### src/design/pum_pkg.sv
// constants, types and carriers for the upper port pin function select
// assumes a single 25 MHz system clock and one async power-on reset

package pum_pkg;

	// -------------------------------------------------------------
	// register offsets on the plain register port
	// -------------------------------------------------------------
	localparam logic [3:0]  PUM_OFS_SEL_ONE = 4'h0;
	localparam logic [3:0]  PUM_OFS_SEL_TWO = 4'h2;
	localparam logic [3:0]  PUM_OFS_EFF_ONE = 4'h4;
	localparam logic [3:0]  PUM_OFS_EFF_TWO = 4'h6;

	// -------------------------------------------------------------
	// field encodings and values after reset
	// -------------------------------------------------------------
	localparam logic [1:0]  PUM_MD_GPIO     = 2'h0;
	localparam logic [1:0]  PUM_MD_DBUS     = 2'h1;
	localparam logic [1:0]  PUM_MD_ALT      = 2'h2;
	localparam logic [1:0]  PUM_MD_RSVD     = 2'h3;
	localparam logic [15:0] PUM_SEL_RESET   = 16'h0000;

	// pins whose alternate function drives the pin (irq ack, cs, dack)
	localparam logic [15:0] PUM_ALT_OUT_MASK = 16'h7C00;
	// pins whose alternate function survives single-chip mode
	localparam logic [15:0] PUM_ALT_SC_MASK  = 16'h80FF;

	// pin positions within the sixteen (index 0 is port pin 16)
	localparam int PUM_PIN_TRIG   = 15;
	localparam int PUM_PIN_IRQACK = 14;
	localparam int PUM_PIN_CS3    = 13;
	localparam int PUM_PIN_CS2    = 12;
	localparam int PUM_PIN_DMA_ACK_ONE  = 11;
	localparam int PUM_PIN_DMA_ACK_ZERO  = 10;
	localparam int PUM_PIN_DMA_REQ_ONE  = 9;
	localparam int PUM_PIN_DMA_REQ_ZERO  = 8;

	// -------------------------------------------------------------
	// types
	// -------------------------------------------------------------
	typedef enum logic [2:0] {
		PUM_FN_GPIO = 3'b001,
		PUM_FN_DBUS = 3'b010,
		PUM_FN_ALT  = 3'b100
	} pum_func_t;

	typedef struct packed {
		logic        wr;
		logic        rd;
		logic [3:0]  addr;
		logic [15:0] wdata;
	} pum_bus_req_t;

	typedef struct packed {
		logic irq_accept_n;
		logic cs3_n;
		logic cs2_n;
		logic dma_ack_one_n;
		logic dma_ack_zero_n;
	} pum_alt_src_t;

	typedef struct packed {
		logic       trig_n;
		logic [1:0] dreq_n;
		logic [7:0] irq_n;
	} pum_periph_in_t;

	typedef struct packed {
		logic [15:0]    sel_one;
		logic [15:0]    sel_two;
		logic [31:0]    eff;
		logic [15:0]    rdata;
		logic [15:0]    pin_out;
		logic [15:0]    pin_oe_n;
		logic [15:0]    dbus_in;
		pum_periph_in_t periph;
	} pum_state_t;

	localparam pum_state_t PUM_STATE_RESET = '{
		sel_one:  PUM_SEL_RESET,
		sel_two:  PUM_SEL_RESET,
		eff:      32'h0000_0000,
		rdata:    16'h0000,
		pin_out:  16'h0000,
		pin_oe_n: 16'hFFFF,
		dbus_in:  16'h0000,
		periph:   '{trig_n: 1'b1, dreq_n: 2'h3, irq_n: 8'hFF}
	};

endpackage

### src/design/pum_pin_select.sv
// function select for the upper sixteen multiplexed pins of a port
// assumes synchronous inputs on clk_sys; pads resolve pin_out/pin_oe_n
//
// How it works
// two 16-bit read/write select registers choose each upper pin's function
// first register covers pins 31..24, second covers pins 23..16
// the operating mode may override the register fields
// power-on reset clears both select registers to zero
// manual, watchdog, standby and sleep leave the registers untouched
// without the pins the registers still read back what was written
// two bits per pin, highest pin in bits 15:14 down to 1:0
// field 00 gives general input/output under direction and data
// field 01 gives the data bus bit, general I/O in single-chip mode
// rom-less with 32-bit area zero forces every pin onto the data bus
// pin 31 field 10 routes the conversion trigger input
// pin 30 field 10 drives interrupt accepted, reserved in single-chip
// pins 29/28 field 10 drive chip selects three/two, not single-chip
// pins 27/26 field 10 drive dma acks one/zero, not single-chip
// pins 25/24 field 10 route dma requests one/zero, not single-chip
// general I/O pin drives when its direction bit is one
// software never writes 11; such a field acts as general I/O
//
// Added by the designer: the placing of the registers and the plain strobed port.

module pum_pin_select
	import pum_pkg::*;
#(
	parameter bit PINS_PRESENT = 1'b1
) (
	// clock and power-on reset
	input  wire logic           clk_sys,
	input  wire logic           resetn,
	// register port
	input  wire pum_bus_req_t   reg_req,
	output logic [15:0]         reg_rdata,
	// chip operating mode
	input  wire logic           single_chip,
	input  wire logic           romless_cs0_32,
	// general port direction and data
	input  wire logic [15:0]    gpio_dir,
	input  wire logic [15:0]    gpio_data_out,
	// external bus controller, data bits 31..16
	input  wire logic [15:0]    dbus_out,
	input  wire logic           dbus_drive,
	output logic [15:0]         dbus_in,
	// peripheral signals
	input  wire pum_alt_src_t   alt_src,
	output pum_periph_in_t      periph_in,
	// pins, index 0 is port pin 16
	input  wire logic [15:0]    pin_in,
	output logic [15:0]         pin_out,
	output logic [15:0]         pin_oe_n
);

	// -------------------------------------------------------------
	// state
	// -------------------------------------------------------------
	pum_state_t  st_ff;
	pum_state_t  nxt_st;

	logic [31:0] cfg;
	logic [15:0] alt_vec;
	logic [15:0] drv_out;
	logic [15:0] drv_oe_n;
	logic [31:0] eff_code;
	logic [15:0] eff_is_dbus;
	pum_func_t   fn [16];

	// both registers as one vector, pin i owns bits 2i+1:2i
	assign cfg = {st_ff.sel_one, st_ff.sel_two}; // see R2

	// alternate output sources lined up by pin
	assign alt_vec = {1'b1,
		alt_src.irq_accept_n,
		alt_src.cs3_n,
		alt_src.cs2_n,
		alt_src.dma_ack_one_n, // see R13
		alt_src.dma_ack_zero_n,
		10'h3FF};

	// -------------------------------------------------------------
	// per pin function decode
	// -------------------------------------------------------------
	for (genvar i = 0; i < 16; i++) begin : g_pin
		logic [1:0] md;

		assign md = cfg[2*i +: 2];

		// mode override first, then the field; 11 falls to gpio
		assign fn[i] =
			!PINS_PRESENT ? PUM_FN_GPIO :
			romless_cs0_32 ? PUM_FN_DBUS : // see R10
			(md == PUM_MD_DBUS && !single_chip) ? PUM_FN_DBUS :
			(md == PUM_MD_ALT &&
			 (!single_chip || PUM_ALT_SC_MASK[i])) ? PUM_FN_ALT :
			PUM_FN_GPIO; // see R8

		// pin drive for the chosen function
		assign drv_out[i] =
			(fn[i] == PUM_FN_DBUS) ? dbus_out[i] :
			(fn[i] == PUM_FN_ALT)  ? alt_vec[i] :
			gpio_data_out[i];

		// gpio drives only when its direction bit is set
		assign drv_oe_n[i] =
			(fn[i] == PUM_FN_DBUS) ? !dbus_drive :
			(fn[i] == PUM_FN_ALT)  ? !PUM_ALT_OUT_MASK[i] :
			!gpio_dir[i];

		// effective function as software sees it
		assign eff_code[2*i +: 2] =
			(fn[i] == PUM_FN_DBUS) ? PUM_MD_DBUS :
			(fn[i] == PUM_FN_ALT)  ? PUM_MD_ALT :
			PUM_MD_GPIO;

		assign eff_is_dbus[i] = (st_ff.eff[2*i +: 2] == PUM_MD_DBUS);
	end

	// -------------------------------------------------------------
	// next state
	// -------------------------------------------------------------
	// one pass builds every register; read data lives a single cycle
	always_comb begin
		nxt_st = st_ff;
		nxt_st.rdata = 16'h0000;

		// writes land even without pins, so software can read back
		if (reg_req.wr) begin
			case (reg_req.addr)
				PUM_OFS_SEL_ONE: nxt_st.sel_one = reg_req.wdata;
				PUM_OFS_SEL_TWO: nxt_st.sel_two = reg_req.wdata;
				default: ;
			endcase
		end

		// unmapped reads answer zero
		if (reg_req.rd) begin
			case (reg_req.addr)
				PUM_OFS_SEL_ONE: nxt_st.rdata = st_ff.sel_one;
				PUM_OFS_SEL_TWO: nxt_st.rdata = st_ff.sel_two;
				PUM_OFS_EFF_ONE: nxt_st.rdata = st_ff.eff[31:16];
				PUM_OFS_EFF_TWO: nxt_st.rdata = st_ff.eff[15:0];
				default:         nxt_st.rdata = 16'h0000;
			endcase
		end

		// registered pads cost one cycle but keep outputs glitch free
		nxt_st.eff      = eff_code;
		nxt_st.pin_out  = drv_out;
		nxt_st.pin_oe_n = drv_oe_n;
		nxt_st.dbus_in  = pin_in;

		// unselected peripheral inputs idle at their inactive high
		nxt_st.periph.trig_n = (fn[PUM_PIN_TRIG] == PUM_FN_ALT) ?
			pin_in[PUM_PIN_TRIG] : 1'b1;
		nxt_st.periph.dreq_n[1] = (fn[PUM_PIN_DMA_REQ_ONE] == PUM_FN_ALT) ?
			pin_in[PUM_PIN_DMA_REQ_ONE] : 1'b1;
		nxt_st.periph.dreq_n[0] = (fn[PUM_PIN_DMA_REQ_ZERO] == PUM_FN_ALT) ?
			pin_in[PUM_PIN_DMA_REQ_ZERO] : 1'b1;
		for (int k = 0; k < 8; k++) begin
			nxt_st.periph.irq_n[k] = (fn[k] == PUM_FN_ALT) ?
				pin_in[k] : 1'b1;
		end
	end

	// -------------------------------------------------------------
	// registers
	// -------------------------------------------------------------
	// only power-on reset clears; other resets never reach this block
	always_ff @(posedge clk_sys or negedge resetn) begin
		if (!resetn) begin
			st_ff <= PUM_STATE_RESET; // see R4
		end else begin
			st_ff <= nxt_st;
		end
	end

	// outputs straight from the state register
	assign reg_rdata = st_ff.rdata;
	assign dbus_in   = st_ff.dbus_in;
	assign periph_in = st_ff.periph;
	assign pin_out   = st_ff.pin_out;
	assign pin_oe_n  = st_ff.pin_oe_n;
endmodule

### config.mk
export PLATFORM = sky130hd
export DESIGN_NAME = pum_pin_select
export DESIGN_NICKNAME = d
export VERILOG_FILES = /design/src/design/pum_pkg.sv /design/src/design/pum_pin_select.sv
export SDC_FILE = /design/constraint.sdc
export NUM_CORES = 1
export LEC_CHECK = 0
export BUFFER_PORTS_ARGS = -buffer_cell sky130_fd_sc_hd__buf_4
export CORE_UTILIZATION = 48
export CTS_CLUSTER_SIZE = 12
export DETAILED_ROUTE_END_ITERATION = 10
export PLACE_DENSITY = 0.74
export SLEW_MARGIN = 25
export SYNTH_ARGS = -nofsm -noshare
export SYNTH_HDL_FRONTEND = slang
export SYNTH_SLANG_ARGS = --single-unit
### constraint.sdc
create_clock -name clk_sys -period 1.64 [get_ports clk_sys]
set_input_delay 0.246 -clock clk_sys [delete_from_list [all_inputs] [get_ports clk_sys]]
set_output_delay 0.246 -clock clk_sys [all_outputs]
set_load 0.1 [all_outputs]
==> flow_summary.toml <==
[run_status]
status = "complete, no violations"

[cts]
postCtsSetupBuffers = 0
clk_pin_slew_ns = 0.06
cts_sinks = 139
htree_levels = 4
ctsLongestPathBuffers = 2
cts_tree = "built"
numCtsBuffers = 17
root_buffer = "clkbuf_16"
clk_latency_ns = 0.41

[sta]
slew_violations = 0
timing.final.crit_share_pct = 91.7
setup_ws_ns = 0.136
setup_violations = 0
tns_ns = 0
finalCriticalPeriod_ns = 1.50
timing.hold.ws_ns = 0.0435
worst_pin_slew_ns = 0.582
finClkSkew_ns = 0.00456
max-slew-margin-rel_pct = 61.2
finalHoldViolCount = 0
rsz0062_at_grt = "no"
fmax_ghz = 0.665

[die]
ios = 171
core_sq_um = 12600
die_h_microns = 116
start_util_pct = 49.4
dieArea_sq_um = 13400
fp.dieW_microns = 116
placementRows = 41

[yosys]
synth_seq_cells = 139
synthArstFlopShare_pct = 100
avgSynthCellArea_sq_um = 12.8
synth_edf_count = 0
ys_types = 32
syn_inst = 486
synth_top_flop_cell = "dfrtp_1"
synth_area_sq_um = 6230
synth_fp_nets = 582
yosysWarningCount = 0
seq_area_frac_synth_pct = 56.4

[critical_path]
worstPathRequired_ns = 1.94
cp_max_fo = 4
critPathKind = "register to register"
arrival_ns = 1.80
critPathCaptureType = "register"
critPathLaunchType = "register"
regToRegSetupSlack_ns = 0.14

[finish]
design_area_sq_um = 8030
layout_commonest_cell = "buf_4"
drive_gt1_share_pct = 49.1
postLayoutCoreUtil_pct = 63.6
n_antenna_cell = 0
num-fill-cells = 1029
final_cells = 810
final_cell_mix = "buf_4 (193), dfrtp_1 (112), mux2i_1 (45)"
syn_to_final_growth_pct = 28.9
final_nets = 721

[place]
placed_area_sq_um = 7310
pre_cts_ws_ns = 0.00286
numPortBuffers = 170
dpl.hpwl_microns = 8870
dp.cells = 761
place_congestion = 0.745

[power_and_ir_drop]
total_power_mw = 10.1
power.leakage_nw = 3.87
cellPowerDensity_nw_per_um2 = 1260
vdd_ir_drop_max_mv = 0.558

[global_route]
antenna_found_initial = 0
grt_pass1_wl_microns = 21000
grt_max_degree = 49
grt_overflow = 0
grt_util_all_layers_pct = 21.1
grt_pass1_vias = 4317

[route]
routed_wl_microns = 13100
drt_iter0_drc = 99
avgRoutedWirePerCell_microns = 16.2
ant_nets = 0
viasPerCell = 4.87
drt_first_pass_iters = 4
vias = 3944
remaining_drc_errors = 0

[flow_run]
maxCapViolCount = 0

[min_path]
hp-class = "primary input to register"
critical path, stage by stage (launching register included):
cell     delay [ns]
dfrtp_1        0.41
nor4b_2        0.35
mux2_2         0.37
mux2_2         0.26
logic make-up after synthesis:
| family | Yosys count | share of synthesized area (%) |
|---|---|---|
| buffers and inverters | 111 | 11.9 |
| AND/OR/NAND/NOR | 107 | 11.2 |
| multiplexers | 96 | 17.0 |
| AO/OA/AOI/OAI | 33 | 3.47 |
| flip-flops | 139 | 56.4 |
power by group:
part | switching, mW | internal [mW]
sequential | 0.269 | 3.88
combinational | 1.61 | 0.874
clock | 1.33 | 2.18
total | 3.21 | 6.93
layout make-up:
cell class | count | area (sq um) | area share, %
timing repair buffer | 215 | 1710 | 21.3
clock buffer | 23 | 478 | 5.95
tap | 172 | 215 | 2.68
sequential | 139 | 3510 | 43.7
multi-input combinational | 236 | 1980 | 24.7
clock inverter | 9 | 70.1 | 0.873
inverter | 16 | 60.1 | 0.748
sequential cells by signal, summed over array words and instances (netlist names):
| signal | count |
|---|---|
| pin_out | 16 |
| periph_in | 11 |
| st_ff | 32 |
| reg_rdata | 16 |
| pin_oe_n | 16 |
| dbus_in | 16 |
| cfg | 32 |
worst paths after layout:
check	start	endpoint	depth (start not counted)
max	cfg[20]	pin_out[10]	3
min	dbus_out[0]	pin_out[0]	2
max reg2reg	cfg[20]	pin_out[10]	3
min reg2reg	cfg[28]	st_ff[104]	1
max in group asynchronous	resetn	periph_in[1]	3
min in group asynchronous	resetn	dbus_in[0]	2
cells in the mapped netlist, types with 7 or more instances:
| library cell | instances | area, sq um |
|---|---|---|
| dfrtp_1 | 112 | 2800 |
| buf_4 | 78 | 586 |
| mux2i_1 | 45 | 450 |
| mux2_2 | 32 | 360 |
| dfstp_2 | 27 | 709 |
| nor2_1 | 27 | 101 |
| and2_1 | 25 | 156 |
| nand2b_1 | 20 | 125 |
| inv_1 | 16 | 60.1 |
| o22ai_1 | 16 | 100 |
| mux2_4 | 10 | 150 |
| or3_1 | 10 | 62.6 |
| clkbuf_1 | 9 | 33.8 |
| mux2_1 | 9 | 101 |
| nor3b_1 | 7 | 52.6 |
| nor4b_2 | 7 | 105 |
layer usage:
metal	global-route usage [%]	wire (microns)	vias to the layer above	share of wire (%)
li1	-	-	1842	-
met5	0	0	-	0
met2	36.0	6690	127	51
met1	25.2	5410	1960	41
met4	6.75	179	0	1.4
met3	6.90	858	15	6.5
timing repair:
item                                   CTS  global route
endpoints found under the hold margin   52             0
resized for setup                        0             0
hold buffers                            17             0
(Power assumes the default switching activity.)
